$ cat src/hw/rbs_pkg.sv
package rbs_pkg;

   // Register byte addresses on the APB port.
   localparam logic [7:0] ADDR_CTRL   = 8'h00;
   localparam logic [7:0] ADDR_STATUS = 8'h04;
   localparam logic [7:0] ADDR_MASK   = 8'h08;
   localparam logic [7:0] ADDR_STATE  = 8'h0C;

   // Control word reset value: raw mode, all divider codes zero.
   localparam logic [15:0] CTRL_RESET = 16'h0000;

   // Status and mask bit positions.
   localparam int EV_TRAIN_END = 0;
   localparam int EV_FIRST_EDGE = 1;
   localparam int EV_MODE_CHG = 2;
   localparam int EV_WIDTH = 3;

   // State register field positions.
   localparam int ST_SEEN = 0;
   localparam int ST_DATA = 1;
   localparam int ST_CLK = 2;
   localparam int ST_FLAG = 3;
   localparam int ST_CNT_LSB = 8;

   // Deglitch filter thresholds over a seven-sample history.
   localparam int         DG_DEPTH   = 7;
   localparam logic [2:0] DG_HIGH_TH = 3'h5;
   localparam logic [2:0] DG_LOW_TH  = 3'h2;

   // Training length equation constants.
   localparam logic [6:0] TB_MULT   = 7'h04;
   localparam logic [6:0] TB_OFFSET = 7'h02;

   // Third divisor choices.
   localparam logic [3:0] DIV3_LOW  = 4'hF;
   localparam logic [4:0] DIV3_HIGH = 5'h10;

   // First divisor choices by code.
   localparam logic [3:0] DIV1_C0 = 4'h1;
   localparam logic [3:0] DIV1_C1 = 4'h5;
   localparam logic [3:0] DIV1_C2 = 4'h6;
   localparam logic [3:0] DIV1_C3 = 4'h8;

   typedef enum logic [1:0] {
      MODE_RAW      = 2'h0,
      MODE_DEGLITCH = 2'h1,
      MODE_RECOVER  = 2'h2,
      MODE_TRAIN    = 2'h3
   } rbs_mode_e;

   typedef enum logic [1:0] {
      LK_WAIT = 2'b01,
      LK_TRACK = 2'b10
   } rbs_lock_e;

   // Control word, laid out on bits 15..0.
   typedef struct packed {
      rbs_mode_e  mode;
      logic       rsvd13;
      logic       two;
      logic [4:0] training_len_count;
      logic       rsvd6;
      logic       div3Sel;
      logic [2:0] div2Sel;
      logic [1:0] div1Sel;
   } rbs_ctrl_s;

   // Outputs that travel to the external controller together.
   typedef struct packed {
      logic rxData;
      logic dataClk;
      logic rxFlag;
   } rbs_link_s;

endpackage : rbs_pkg

$ cat src/hw/rbs_bit_sync.sv
// Local design decisions: the register offsets and the APB interface to the registers.
`timescale 1ns/1ps
// Function
// Receive mode field sits at control bits 15..14 choosing four behaviours.
// Raw mode passes slicer data through; clock and flag held low.
// Deglitch sampling rate is reference clock over first times second divisor.
// Filter goes high at five of seven, low at two or fewer, else holds.
// Deglitch mode outputs sampling clock, flag low, data after rising edge.
// Deglitch mode data changes just after rising edge of data clock.
// Mode 10 aligns bit clock to deglitched edges and outputs both.
// Sender keeps identical-bit runs below 250000 over rate mismatch in ppm.
// Recovered data changes on falling clock edge; controller captures on rising.
// Recovered clock stays low after reset until a data edge is seen.
// Recovered clock rising edge sits at the centre of each bit.
// Mode 11 recovers clock and data while watching for end of training.
// Control bit 12 selects single or paired alternating training pattern.
// Flag pulses one bit period at first bit breaking a long enough training.
// Minimum training length is four times count field plus select plus two.
// Recovery and training logic restart on their own without software help.
// Bit rate is reference clock over the product of three divisors.
// Sample strobe from a wrapping counter; third divisor counter sets bit period.
// History and training counter clear whenever receive mode changes.
module rbs_bit_sync (
   // Clock and reset
   input  wire  logic        ref_clk,
   input  wire  logic        rst,
   // APB slave
   input  wire  logic        psel,
   input  wire  logic        penable,
   input  wire  logic        pwrite,
   input  wire  logic [7:0]  paddr,
   input  wire  logic [31:0] pwdata,
   output logic              pready,
   output logic [31:0]       prdata,
   output logic              pslverr,
   // Slicer input, asynchronous
   input  wire  logic        sliceIn,
   // Outputs to the external controller
   output rbs_pkg::rbs_link_s linkOut,
   // Interrupt
   output logic              irq
);

   rbs_pkg::rbs_ctrl_s          ctrl;
   logic [rbs_pkg::EV_WIDTH-1:0] status;
   logic [rbs_pkg::EV_WIDTH-1:0] mask;
   logic [rbs_pkg::EV_WIDTH-1:0] events;
   rbs_pkg::rbs_mode_e          modePrev;
   logic                        modeChg;
   rbs_pkg::rbs_lock_e          lock;

   logic                        sliceMeta;
   logic                        sliceSync;

   logic [10:0]                 prodM1;
   logic [10:0]                 prodHalf;
   logic [10:0]                 sampCnt;
   logic                        sampTick;

   logic [rbs_pkg::DG_DEPTH-1:0] hist;
   logic [rbs_pkg::DG_DEPTH-1:0] next_hist;
   logic [2:0]                  ones;
   logic                        filt;
   logic                        next_filt;
   logic                        filtEdge;

   logic [4:0]                  div3;
   logic [4:0]                  phase;
   logic                        atEnd;
   logic                        atCentre;

   logic                        prev1;
   logic                        prev2;
   logic [6:0]                  trainCnt;
   logic [6:0]                  trainMin;
   logic                        match;
   logic                        flagArm;

   logic                        access;
   logic                        readStatus;

   function automatic logic [2:0] popcount7(input logic [6:0] v);
      logic [2:0] n;
      n = 3'h0;
      for (int i = 0; i < 7; i++) begin
         n = n + {2'h0, v[i]};
      end
      return n;
   endfunction : popcount7

   // Clock domain entry for the slicer output.
   always_ff @(posedge ref_clk) begin
      if (rst) begin
         sliceMeta <= 1'b0;
         sliceSync <= 1'b0;
      end else begin
         sliceMeta <= sliceIn;
         sliceSync <= sliceMeta;
      end
   end

   // APB access phase completes one cycle after penable rises.
   assign access     = psel & penable & pready;
   assign readStatus = access & ~pwrite & (paddr == rbs_pkg::ADDR_STATUS);

   always_ff @(posedge ref_clk) begin
      if (rst) begin
         pready <= 1'b0;
      end else begin
         pready <= psel & penable & ~pready;
      end
   end

   always_ff @(posedge ref_clk) begin
      if (rst) begin
         ctrl <= rbs_pkg::CTRL_RESET;
         mask <= '0;
      end else if (access & pwrite) begin
         if (paddr == rbs_pkg::ADDR_CTRL) begin
            ctrl <= pwdata[15:0];
         end
         if (paddr == rbs_pkg::ADDR_MASK) begin
            mask <= pwdata[rbs_pkg::EV_WIDTH-1:0];
         end
      end
   end

   always_ff @(posedge ref_clk) begin
      if (rst) begin
         prdata  <= 32'h0000_0000;
         pslverr <= 1'b0;
      end else if (psel & penable & ~pready) begin
         prdata  <= 32'h0000_0000;
         pslverr <= 1'b0;
         case (paddr)
            rbs_pkg::ADDR_CTRL: begin
               prdata[15:0] <= {ctrl.mode, 1'b0, ctrl.two, ctrl.training_len_count, 1'b0,
                                ctrl.div3Sel, ctrl.div2Sel, ctrl.div1Sel};
            end
            rbs_pkg::ADDR_STATUS: begin
               prdata[rbs_pkg::EV_WIDTH-1:0] <= status;
            end
            rbs_pkg::ADDR_MASK: begin
               prdata[rbs_pkg::EV_WIDTH-1:0] <= mask;
            end
            rbs_pkg::ADDR_STATE: begin
               prdata[rbs_pkg::ST_SEEN] <= (lock == rbs_pkg::LK_TRACK);
               prdata[rbs_pkg::ST_DATA] <= linkOut.rxData;
               prdata[rbs_pkg::ST_CLK]  <= linkOut.dataClk;
               prdata[rbs_pkg::ST_FLAG] <= linkOut.rxFlag;
               prdata[rbs_pkg::ST_CNT_LSB +: 7] <= trainCnt;
            end
            default: begin
               pslverr <= 1'b1;
            end
         endcase
      end
   end

   // A set in the same cycle as the read-clear survives the clear.
   always_ff @(posedge ref_clk) begin
      if (rst) begin
         status <= '0;
      end else begin
         status <= (readStatus ? '0 : status) | events;
      end
   end

   always_ff @(posedge ref_clk) begin
      if (rst) begin
         irq <= 1'b0;
      end else begin
         irq <= |(((readStatus ? '0 : status) | events) & mask);
      end
   end

   always_ff @(posedge ref_clk) begin
      if (rst) begin
         modePrev <= rbs_pkg::MODE_RAW;
      end else begin
         modePrev <= ctrl.mode;
      end
   end

   assign modeChg = (modePrev != ctrl.mode);

   // Product of first and second divisors, less one, for the sample counter.
   always_comb begin
      logic [10:0] d1;
      d1 = 11'h000;
      case (ctrl.div1Sel)
         2'h0: d1 = {7'h00, rbs_pkg::DIV1_C0};
         2'h1: d1 = {7'h00, rbs_pkg::DIV1_C1};
         2'h2: d1 = {7'h00, rbs_pkg::DIV1_C2};
         default: d1 = {7'h00, rbs_pkg::DIV1_C3};
      endcase
      prodM1   = (d1 << ctrl.div2Sel) - 11'h001;
      prodHalf = (d1 << ctrl.div2Sel) >> 1;
   end

   assign sampTick = (sampCnt == prodM1);

   always_ff @(posedge ref_clk) begin
      if (rst) begin
         sampCnt <= 11'h000;
      end else if (sampTick | (sampCnt > prodM1)) begin
         sampCnt <= 11'h000;
      end else begin
         sampCnt <= sampCnt + 11'h001;
      end
   end

   // Majority-style filter over the last seven samples.
   assign next_hist = {hist[rbs_pkg::DG_DEPTH-2:0], sliceSync};
   assign ones      = popcount7(next_hist);

   always_comb begin
      next_filt = filt;
      if (ones >= rbs_pkg::DG_HIGH_TH) begin
         next_filt = 1'b1;
      end else if (ones <= rbs_pkg::DG_LOW_TH) begin
         next_filt = 1'b0;
      end
   end

   assign filtEdge = sampTick & (next_filt != filt);

   always_ff @(posedge ref_clk) begin
      if (rst | modeChg) begin
         hist <= '0;
         filt <= 1'b0;
      end else if (sampTick) begin
         hist <= next_hist;
         filt <= next_filt;
      end
   end

   // Bit period counted in sample ticks.
   assign div3     = ctrl.div3Sel ? rbs_pkg::DIV3_HIGH : {1'b0, rbs_pkg::DIV3_LOW};
   assign atEnd    = sampTick & (phase == div3 - 5'h01);
   assign atCentre = sampTick & ~filtEdge & (phase + 5'h01 == (div3 >> 1));

   always_ff @(posedge ref_clk) begin
      if (rst | modeChg) begin
         phase <= 5'h00;
      end else if (filtEdge | atEnd) begin
         phase <= 5'h00;
      end else if (sampTick) begin
         phase <= phase + 5'h01;
      end
   end

   always_ff @(posedge ref_clk) begin
      if (rst | modeChg) begin
         lock <= rbs_pkg::LK_WAIT;
      end else begin
         case (lock)
            rbs_pkg::LK_WAIT: begin
               if (filtEdge) begin
                  lock <= rbs_pkg::LK_TRACK;
               end
            end
            rbs_pkg::LK_TRACK: begin
               lock <= rbs_pkg::LK_TRACK;
            end
            default: begin
               lock <= rbs_pkg::LK_WAIT;
            end
         endcase
      end
   end

   // Training pattern checker, evaluated once per bit at its centre.
   assign trainMin = (rbs_pkg::TB_MULT * {2'h0, ctrl.training_len_count})
                     + {6'h00, ctrl.two} + rbs_pkg::TB_OFFSET;

   always_comb begin
      if (ctrl.two) begin
         match = (trainCnt < 7'h02) | (filt != prev2);
      end else begin
         match = (trainCnt < 7'h01) | (filt != prev1);
      end
   end

   always_ff @(posedge ref_clk) begin
      if (rst | modeChg) begin
         prev1    <= 1'b0;
         prev2    <= 1'b0;
         trainCnt <= 7'h00;
      end else if (atCentre & (lock == rbs_pkg::LK_TRACK)) begin
         prev1 <= filt;
         prev2 <= prev1;
         if (match) begin
            trainCnt <= (trainCnt == 7'h7F) ? trainCnt : trainCnt + 7'h01;
         end else begin
            trainCnt <= 7'h01;
         end
      end
   end

   assign flagArm = atCentre & (lock == rbs_pkg::LK_TRACK) & ~match
                    & (trainCnt >= trainMin) & (ctrl.mode == rbs_pkg::MODE_TRAIN);

   always_comb begin
      events = '0;
      events[rbs_pkg::EV_TRAIN_END]  = flagArm;
      events[rbs_pkg::EV_FIRST_EDGE] = filtEdge & (lock == rbs_pkg::LK_WAIT)
                                       & ctrl.mode[1];
      events[rbs_pkg::EV_MODE_CHG]   = modeChg;
   end

   // Output stage; each mode drives the three link pins from flops.
   always_ff @(posedge ref_clk) begin
      if (rst | modeChg) begin
         linkOut <= '0;
      end else begin
         case (ctrl.mode)
            rbs_pkg::MODE_RAW: begin
               linkOut.rxData  <= sliceSync;
               linkOut.dataClk <= 1'b0;
               linkOut.rxFlag  <= 1'b0;
            end
            rbs_pkg::MODE_DEGLITCH: begin
               linkOut.rxFlag <= 1'b0;
               if (sampTick) begin
                  linkOut.dataClk <= 1'b1;
                  linkOut.rxData  <= next_filt;
               end else if (sampCnt + 11'h001 == prodHalf) begin
                  linkOut.dataClk <= 1'b0;
               end
            end
            default: begin
               // Data changes as the clock falls at the bit boundary.
               if (filtEdge) begin
                  linkOut.rxData  <= next_filt;
                  linkOut.dataClk <= 1'b0;
               end else if (atEnd) begin
                  linkOut.rxData  <= filt;
                  linkOut.dataClk <= 1'b0;
               end else if (atCentre) begin
                  linkOut.dataClk <= (lock == rbs_pkg::LK_TRACK);
               end
               if (ctrl.mode != rbs_pkg::MODE_TRAIN) begin
                  linkOut.rxFlag <= 1'b0;
               end else if (flagArm) begin
                  linkOut.rxFlag <= 1'b1;
               end else if (atCentre) begin
                  linkOut.rxFlag <= 1'b0;
               end
            end
         endcase
      end
   end

endmodule : rbs_bit_sync

$ cat config.mk
export PLATFORM = sky130hd
export DESIGN_NAME = rbs_bit_sync
export DESIGN_NICKNAME = d
export VERILOG_FILES = /design/src/hw/rbs_pkg.sv /design/src/hw/rbs_bit_sync.sv
export SDC_FILE = /design/constraint.sdc
export NUM_CORES = 1
export LEC_CHECK = 0
export BUFFER_PORTS_ARGS = -buffer_cell sky130_fd_sc_hd__buf_2
export CORE_MARGIN = 3
export CORE_UTILIZATION = 45
export DETAILED_ROUTE_END_ITERATION = 8
export PLACE_DENSITY = 0.66
export SLEW_MARGIN = 10
export SYNTH_ARGS = -nofsm -noshare
export SYNTH_HDL_FRONTEND = slang
export SYNTH_SLANG_ARGS = --single-unit
$ cat constraint.sdc
create_clock -name ref_clk -period 4.1 [get_ports ref_clk]
set_input_delay 0.205 -clock ref_clk [delete_from_list [all_inputs] [get_ports ref_clk]]
set_output_delay 0.205 -clock ref_clk [all_outputs]
set_load 0.01 [all_outputs]
==> run_summary.xml, run 1 <==
<?xml version="1.0" encoding="UTF-8"?>
<metrics>
  <group name="placement">
    <metric name="place_hpwl" unit="mm">9.03</metric>
    <metric name="placement.io_buffers" unit="">48</metric>
    <metric name="gp_congestion" unit="">0.849</metric>
  </group>
  <group name="setup_path">
    <metric name="crit_arrival" unit="ns">4.26</metric>
    <metric name="timing.critical_path.slowest_cell_delay" unit="ns">0.54</metric>
    <metric name="timing.setup.critical_path_class" unit="">reg -&gt; reg</metric>
    <metric name="crit_slowest_cell" unit="">sky130_fd_sc_hd__or4_4</metric>
    <metric name="startpoint_type" unit="">register</metric>
    <metric name="path_max_fanout" unit="">5</metric>
    <metric name="critical_path_required" unit="ns">4.40</metric>
    <metric name="crit_chain" unit="">inv_1, ha_2, or2_4, nand2_1, o211ai_1, o21ai_2, nor3b_4, nand4_1, o22a_1, ha_1, nand3_4, or4_4, o22ai_1, nand2b_1, a21oi_1, mux2_2, mux2i_1, nor2_1</metric>
    <metric name="cp-end-kind" unit="">register</metric>
  </group>
  <group name="synth">
    <metric name="synth_sequential_area_ratio" unit="%">31.7</metric>
    <metric name="number_of_enable_type_register_cells_in_the_synthesized_netlist" unit="">0</metric>
    <metric name="ys_seq_elements" unit="">79</metric>
    <metric name="synthDistinctLibCells" unit="">72</metric>
    <metric name="ys_async_sr_fraction" unit="%">0</metric>
    <metric name="synth_flop_cell" unit="">sky130_fd_sc_hd__dfxtp_1</metric>
    <metric name="yosysMostFrequentCell" unit="">sky130_fd_sc_hd__dfxtp_1</metric>
    <metric name="post_synth_inst_count" unit="">616</metric>
    <metric name="syn_area_per_cell" unit="um2">8.10</metric>
    <metric name="syn_area" unit="mm2">0.00499</metric>
    <metric name="ys_warns" unit="">0</metric>
    <metric name="post_synth_most_frequent_cells" unit="">sky130_fd_sc_hd__dfxtp_1 (79), sky130_fd_sc_hd__nand2_1 (72), sky130_fd_sc_hd__nor2_1 (61)</metric>
    <metric name="post-synth-top-area-fraction" unit="%">31.7</metric>
    <metric name="synth_top_area_cell" unit="">sky130_fd_sc_hd__dfxtp_1</metric>
    <metric name="ranking_of_synthesized_cells_by_area" unit="">sky130_fd_sc_hd__dfxtp_1 (32%), sky130_fd_sc_hd__ha_1 (6.8%), sky130_fd_sc_hd__a21oi_1 (5.6%)</metric>
  </group>
  <group name="hold_path">
    <metric name="hold_path.class" unit="">in -&gt; reg</metric>
  </group>
  <group name="timing">
    <metric name="worstMarginPinSlew" unit="ns">0.829</metric>
    <metric name="timing.slew.headroom" unit="%">44.7</metric>
    <metric name="clock.fmax" unit="MHz">253</metric>
    <metric name="timing_max_transition_violations_final" unit="">0</metric>
    <metric name="fin_crit_sh" unit="%">96.4</metric>
    <metric name="timing.final.hold_violations" unit="">0</metric>
    <metric name="final.min_clock_period" unit="ns">3.95</metric>
    <metric name="final.hold.worst_slack" unit="ns">0.0545</metric>
    <metric name="skew" unit="ns">0.0151</metric>
    <metric name="tns" unit="ns">0</metric>
    <metric name="timing.final.setup_violations" unit="">0</metric>
  </group>
  <group name="drt">
    <metric name="total_wire_length_after_detailed_routing" unit="mm">12.2</metric>
    <metric name="vias_per_cell" unit="">5.56</metric>
    <metric name="antenna_violating_nets_post_route" unit="">0</metric>
    <metric name="drt_pre_antenna_iters" unit="">5</metric>
    <metric name="dr.first_iter.drc_count" unit="">305</metric>
    <metric name="routedWlPerCell" unit="um">15.2</metric>
    <metric name="drc" unit="">0</metric>
    <metric name="routed-via-count" unit="">4450</metric>
  </group>
  <group name="clock_tree">
    <metric name="postCtsHoldBufs" unit="">0</metric>
    <metric name="post-cts-setup-buffer-count" unit="">0</metric>
    <metric name="cts.htree.levels" unit="">3</metric>
    <metric name="cts-root-to-sink-buffers" unit="">2</metric>
    <metric name="clock_sink_count" unit="">79</metric>
    <metric name="tritoncts" unit="">yes</metric>
    <metric name="numCtsBuffers" unit="">9</metric>
    <metric name="worst_skew_late_latency" unit="ns">0.36</metric>
    <metric name="clock_tree.root_cell" unit="">sky130_fd_sc_hd__clkbuf_8</metric>
    <metric name="clkSlewWorstSetupHoldPaths" unit="ns">0.09</metric>
  </group>
  <group name="floorplanning">
    <metric name="floorplan.die.height" unit="um">111</metric>
    <metric name="row_count" unit="">37</metric>
    <metric name="initial_utilization" unit="%">47.2</metric>
    <metric name="die_x" unit="um">111</metric>
    <metric name="floorplan.core_area" unit="mm2">0.0106</metric>
    <metric name="design.die.area" unit="mm2">0.0124</metric>
    <metric name="ioPinCount" unit="">84</metric>
  </group>
  <group name="finish">
    <metric name="ratio_of_cells_with_drive_above_1_in_the_final_layout" unit="%">17.4</metric>
    <metric name="flow.area_growth_from_synthesis" unit="%">13.3</metric>
    <metric name="multiInputGateArea" unit="mm2">0.00319</metric>
    <metric name="antennaDiodeCount" unit="">0</metric>
    <metric name="design.final.nets" unit="">737</metric>
    <metric name="seq_area" unit="mm2">0.00158</metric>
    <metric name="nFillCells" unit="">977</metric>
  </group>
  <group name="grt">
    <metric name="overflow" unit="">0</metric>
    <metric name="grtUsageTotal" unit="%">19.4</metric>
    <metric name="first_global_vias" unit="">4305</metric>
    <metric name="grt_max_degree" unit="">45</metric>
    <metric name="grt_pass1_wl" unit="mm">20.0</metric>
    <metric name="antenna_found_initial" unit="">0</metric>
  </group>
  <group name="power_and_ir_drop">
    <metric name="ir_worst_vdd" unit="mV">0.215</metric>
    <metric name="p_leak" unit="nW">2.23</metric>
    <metric name="cellPowerDensity" unit="mW/mm2">285</metric>
  </group>
  <group name="run">
    <metric name="cap_viol_max_count" unit="">0</metric>
  </group>
  <group name="status">
    <metric name="outcome" unit="">complete, no violations</metric>
  </group>
</metrics>
==> final timing paths <==
path                                           start                 endpoint  slack, ns  cells past startpoint
worst max register to register  ctrl[0]$_SDFFE_PP0P_  linkOut[2]$_SDFFE_PP0P_       0.15                     18
worst max-delay path            ctrl[0]$_SDFFE_PP0P_  linkOut[2]$_SDFFE_PP0P_       0.15                     18
worst min register to register  sliceMeta$_SDFF_PP0_     sliceSync$_SDFF_PP0_       0.45                      1
worst min-delay path                         sliceIn     sliceMeta$_SDFF_PP0_       0.05                      2
==> layer usage <==
metal | share of wire, % | wire length [um] | track usage (%) | vias up
met1 | 45 | 5520 | 24.4 | 2115
met4 | 1.4 | 165 | 5.43 | 0
met5 | 0 | 0 | 0 | -
met3 | 4.5 | 544 | 4.26 | 14
li1 | - | - | - | 2220
met2 | 49 | 5950 | 33.2 | 101
==> final cells by class <==
type | count | area share [%]
Clock buffer | 9 | 2.19
Clock inverter | 7 | 1.97
Inverter | 28 | 1.86
Tap cell | 136 | 3.01
Sequential cell | 79 | 28.0
Multi-Input combinational cell | 477 | 56.4
Timing Repair Buffer | 65 | 6.51
==> sequential cells by signal, summed over array words and instances, names as in the netlist, 5 cells and up <==
signal,flops
prdata,15
hist,6
ctrl,14
sampCnt,11
phase,5
trainCnt,7
==> stage by stage <==
stage | util [%] | power [mW] | worst slack [ns] | cells | instance area [um2]
2_1_floorplan | - | 0.918 | 0.458 | 632 | 5050
5_1_grt | 53.5 | 1.68 | -0.110 | 801 | 5650
3_3_place_gp | 50.5 | 0.941 | 0.0678 | 785 | 5330
6_report | 53.5 | 1.61 | 0.149 | 801 | 5650
3_5_place_dp | 50.5 | 0.950 | -0.0175 | 785 | 5330
4_1_cts | 52.8 | 1.63 | 0.00681 | 801 | 5570
==> kinds of logic (layout without fill, tap and decap cells) <==
kind of cell	Yosys count	count (layout)	share of synthesized area, %
AOI/OAI and AO/OA	120	120	15.6
xor gates and xnor gates	31	31	5.72
adders and majority gates	31	31	8.38
buffers and inverters	76	109	7.33
DFF	79	79	31.7
muxes	16	16	4.01
other	1	17	0.0752
and+or+nand+nor	262	262	27.1
==> worst max-delay path, delay by kind of cell (launching register included) <==
kind | cells | cell delay, ns
adder cells (fa/ha/maj) | 2 | 0.65
flip-flops | 1 | 0.39
multiplexers | 2 | 0.24
AND/OR/NAND/NOR | 8 | 1.67
buffers and inverters | 1 | 0.07
AO/OA/AOI/OAI | 5 | 0.86
==> placed cells by master, fill, tap and decap left out, types with 3 or more instances in the layout <==
master                     instances
sky130_fd_sc_hd__dfxtp_1          77
sky130_fd_sc_hd__nand2_1          72
sky130_fd_sc_hd__nor2_1           61
sky130_fd_sc_hd__a21oi_1          56
sky130_fd_sc_hd__buf_2            48
sky130_fd_sc_hd__inv_1            27
sky130_fd_sc_hd__ha_1             25
sky130_fd_sc_hd__nand3_1          19
sky130_fd_sc_hd__nor3_1           18
sky130_fd_sc_hd__xor2_1           17
sky130_fd_sc_hd__nand4_1          17
sky130_fd_sc_hd__conb_1           17
sky130_fd_sc_hd__buf_4            17
sky130_fd_sc_hd__xnor2_1          13
sky130_fd_sc_hd__and3_1           13
sky130_fd_sc_hd__o21ai_0          12
sky130_fd_sc_hd__mux2i_1          10
sky130_fd_sc_hd__nor2b_1          10
sky130_fd_sc_hd__clkbuf_8          9
sky130_fd_sc_hd__nand2b_1          8
sky130_fd_sc_hd__a221oi_1          7
sky130_fd_sc_hd__o21ai_1           5
sky130_fd_sc_hd__a21o_1            5
sky130_fd_sc_hd__nand4b_1          4
sky130_fd_sc_hd__a22oi_1           4
sky130_fd_sc_hd__fa_1              4
sky130_fd_sc_hd__nand3_2           3
sky130_fd_sc_hd__nor4b_1           3
sky130_fd_sc_hd__o211a_1           3
sky130_fd_sc_hd__mux4_2            3
sky130_fd_sc_hd__and2_1            3
sky130_fd_sc_hd__o22ai_1           3
sky130_fd_sc_hd__a21boi_0          3
sky130_fd_sc_hd__inv_6             3
==> where the power goes <==
group | switching [mW] | internal (mW)
combinational | 0.0806 | 0.0504
sequential | 0.0171 | 0.786
clock | 0.322 | 0.355
total | 0.420 | 1.19
==> what timing repair did <==
action,4_1_cts,5_1_grt
pin swaps,0,3
resized for setup,1,17
endpoints found under the setup margin,5,27
Power figures use the tool's default switching activity.
==> run 2: changes to the inputs <==
--- a/config.mk
+++ b/config.mk
@@ -9,7 +9,7 @@
 export CORE_MARGIN = 3
 export CORE_UTILIZATION = 45
 export DETAILED_ROUTE_END_ITERATION = 8
-export PLACE_DENSITY = 0.66
+export PLACE_DENSITY_LB_ADDON = 0.3
 export SLEW_MARGIN = 10
 export SYNTH_ARGS = -nofsm -noshare
 export SYNTH_HDL_FRONTEND = slang
==> run 2 against run 1 <==
  * Sequential cell count is the same
  * Design area up 0.49%
  * Sequential power about the same
  * Critical endpoint unchanged
  * Highest routed layer unchanged
==> run_summary.xml, run 2 (synthesis gave the netlist of run 1 again) <==
<?xml version="1.0" encoding="UTF-8"?>
<metrics>
  <group name="status">
    <metric name="outcome" unit="">complete, no violations</metric>
  </group>
  <group name="grt">
    <metric name="first_global_vias" unit="">4317</metric>
    <metric name="antenna_found_initial" unit="">0</metric>
    <metric name="overflow" unit="">0</metric>
    <metric name="grt_pass1_wl" unit="mm">20.6</metric>
    <metric name="grtUsageTotal" unit="%">19.8</metric>
    <metric name="grt_max_degree" unit="">45</metric>
  </group>
  <group name="clock_tree">
    <metric name="cts-root-to-sink-buffers" unit="">2</metric>
    <metric name="numCtsBuffers" unit="">9</metric>
    <metric name="worst_skew_late_latency" unit="ns">0.37</metric>
    <metric name="clkSlewWorstSetupHoldPaths" unit="ns">0.09</metric>
    <metric name="post-cts-setup-buffer-count" unit="">0</metric>
    <metric name="tritoncts" unit="">yes</metric>
    <metric name="cts.htree.levels" unit="">3</metric>
    <metric name="clock_sink_count" unit="">79</metric>
    <metric name="clock_tree.root_cell" unit="">sky130_fd_sc_hd__clkbuf_8</metric>
    <metric name="postCtsHoldBufs" unit="">0</metric>
  </group>
  <group name="finish">
    <metric name="post_route_cell_area" unit="mm2">0.00568</metric>
    <metric name="final_cell_mix" unit="">sky130_fd_sc_hd__dfxtp_1 (77), sky130_fd_sc_hd__nand2_1 (72), sky130_fd_sc_hd__nor2_1 (60), sky130_fd_sc_hd__a21oi_1 (56), sky130_fd_sc_hd__buf_2 (48)</metric>
    <metric name="antennaDiodeCount" unit="">0</metric>
    <metric name="regMostFlops" unit="">prdata</metric>
    <metric name="number_of_flip_flops_under_the_largest_register_name" unit="">15</metric>
    <metric name="reg.largest.list" unit="">prdata (15), ctrl (14), sampCnt (11)</metric>
    <metric name="final_common_cell" unit="">sky130_fd_sc_hd__dfxtp_1</metric>
    <metric name="ratio_of_cells_with_drive_above_1_in_the_final_layout" unit="%">18.2</metric>
    <metric name="flow.area_growth_from_synthesis" unit="%">13.8</metric>
    <metric name="design.final.nets" unit="">741</metric>
  </group>
  <group name="timing">
    <metric name="setup_ws" unit="ns">0.215</metric>
    <metric name="timing_max_transition_violations_final" unit="">0</metric>
    <metric name="timing.final.setup_violations" unit="">0</metric>
    <metric name="final.hold.worst_slack" unit="ns">0.0427</metric>
    <metric name="final.min_clock_period" unit="ns">3.89</metric>
    <metric name="timing.slew.headroom" unit="%">40.8</metric>
    <metric name="skew" unit="ns">0.00915</metric>
    <metric name="fin_crit_sh" unit="%">94.8</metric>
    <metric name="tns" unit="ns">0</metric>
    <metric name="worstMarginPinSlew" unit="ns">0.884</metric>
    <metric name="clock.fmax" unit="MHz">257</metric>
    <metric name="timing.final.hold_violations" unit="">0</metric>
  </group>
  <group name="hold_path">
    <metric name="whs_endpoint" unit="">sliceMeta$_SDFF_PP0_</metric>
    <metric name="holdCritStartpoint" unit="">sliceIn</metric>
    <metric name="worst_hold_stages" unit="">2</metric>
    <metric name="hold_path.class" unit="">in -&gt; reg</metric>
  </group>
  <group name="power_and_ir_drop">
    <metric name="cellPowerDensity" unit="mW/mm2">286</metric>
    <metric name="ir_worst_vdd" unit="mV">0.255</metric>
    <metric name="p_leak" unit="nW">2.25</metric>
    <metric name="report.power.total" unit="mW">1.62</metric>
  </group>
  <group name="setup_path">
    <metric name="regToRegSetupSlack" unit="ns">0.21</metric>
    <metric name="crit_slowest_cell" unit="">sky130_fd_sc_hd__or4_4</metric>
    <metric name="cpLargestDelayFamily" unit="">simple AND/OR/NAND/NOR gates</metric>
    <metric name="crit_arrival" unit="ns">4.20</metric>
    <metric name="worstReg2RegStart" unit="">ctrl[1]$_SDFFE_PP0P_</metric>
    <metric name="cp-end-kind" unit="">register</metric>
    <metric name="timing.critical_path.slowest_cell_delay" unit="ns">0.54</metric>
    <metric name="timing.setup.critical_path_class" unit="">reg -&gt; reg</metric>
    <metric name="path_max_fanout" unit="">5</metric>
    <metric name="startpoint_type" unit="">register</metric>
    <metric name="crit_chain" unit="">inv_1, ha_2, or2_4, nand2_1, o211ai_1, o21ai_1, nor3b_4, nand4_1, o22a_1, ha_1, nand3_4, or4_4, o22ai_1, nand2b_1, a21oi_1, mux2_2, mux2i_1, nor2_1</metric>
    <metric name="depth_of_the_worst_register_to_register_path" unit="">18</metric>
    <metric name="critPathBufInv" unit="">1</metric>
    <metric name="critical_path_required" unit="ns">4.41</metric>
    <metric name="r2r_end" unit="">linkOut[2]$_SDFFE_PP0P_</metric>
    <metric name="critical_path_cell_count" unit="">18</metric>
  </group>
  <group name="floorplanning">
    <metric name="initial_utilization" unit="%">47.2</metric>
    <metric name="row_count" unit="">37</metric>
    <metric name="ioPinCount" unit="">84</metric>
    <metric name="floorplan.die.height" unit="um">111</metric>
    <metric name="die_x" unit="um">111</metric>
    <metric name="floorplan.core_area" unit="mm2">0.0106</metric>
    <metric name="design.die.area" unit="mm2">0.0124</metric>
  </group>
  <group name="drt">
    <metric name="total_wire_length_after_detailed_routing" unit="mm">12.3</metric>
    <metric name="routedWlPerCell" unit="um">15.3</metric>
    <metric name="dr.first_iter.drc_count" unit="">365</metric>
    <metric name="drc" unit="">0</metric>
    <metric name="vias_per_cell" unit="">5.56</metric>
    <metric name="drt_pre_antenna_iters" unit="">5</metric>
    <metric name="routed-via-count" unit="">4473</metric>
    <metric name="antenna_violating_nets_post_route" unit="">0</metric>
  </group>
  <group name="placement">
    <metric name="postPlaceCellArea" unit="mm2">0.00536</metric>
    <metric name="dp_worst_slack" unit="ns">0.0617</metric>
    <metric name="gp_congestion" unit="">0.903</metric>
    <metric name="placement.io_buffers" unit="">48</metric>
    <metric name="place_hpwl" unit="mm">9.15</metric>
  </group>
  <group name="run">
    <metric name="cap_viol_max_count" unit="">0</metric>
  </group>
</metrics>
[run 2: routing by layer]
| metal | track usage, % | wire, um |
|---|---|---|
| met5 | 0 | 0 |
| met4 | 6.41 | 180 |
| met3 | 3.82 | 459 |
| met2 | 32.6 | 5940 |
| met1 | 26.2 | 5710 |
[run 2: metrics by stage]
step / util (%) / std cells
finish: 53.8 / 805
global route: 53.8 / 805
CTS: 53.1 / 805
detailed placement: 50.8 / 789
global placement: 50.8 / 789
floorplan: - / 632
[run 2: report_power, final]
group	switching [mW]	leakage (nW)	internal, mW
Combinational	0.0795	1.49	0.0502
Sequential	0.0155	0.640	0.786
Clock	0.335	0.118	0.357
Total	0.430	2.25	1.19
[run 2: repair_timing]
action,4_1_cts,5_1_grt
gates resized for setup,1,18
hold endpoints to repair,0,0
pin swaps,0,2
endpoints found under the setup margin,2,25
[run 2: worst reg2reg max path, delay by kind of cell, from the launching register on]
family                   cells  cell delay [ns]
AO/OA/AOI/OAI                5             0.82
buffers and inverters        1             0.09
AND/OR/NAND/NOR              8             1.67
flip-flops                   1             0.39
multiplexers                 2             0.24
adder cells (fa/ha/maj)      2             0.64
[run 2: cell type report]
cell class	instances	area, um2
Multi-Input combinational cell	477	3190
Fill cell	982	4880
Inverter	28	105
Tap cell	136	170
Timing Repair Buffer	69	398
Clock inverter	7	109
Clock buffer	9	124
Sequential cell	79	1580
[run 2: how the worst max path moves through the flow]
stage	end	from
2_1_floorplan	lock[1]$_SDFFE_PP0P_	ctrl[0]$_SDFFE_PP0P_
6_report	linkOut[2]$_SDFFE_PP0P_	ctrl[1]$_SDFFE_PP0P_
5_1_grt	linkOut[2]$_SDFFE_PP0P_	ctrl[1]$_SDFFE_PP0P_
3_5_place_dp	trainCnt[4]$_SDFFE_PP0P_	ctrl[0]$_SDFFE_PP0P_
3_3_place_gp	trainCnt[3]$_SDFFE_PP0P_	ctrl[0]$_SDFFE_PP0P_
4_1_cts	linkOut[2]$_SDFFE_PP0P_	ctrl[0]$_SDFFE_PP0P_
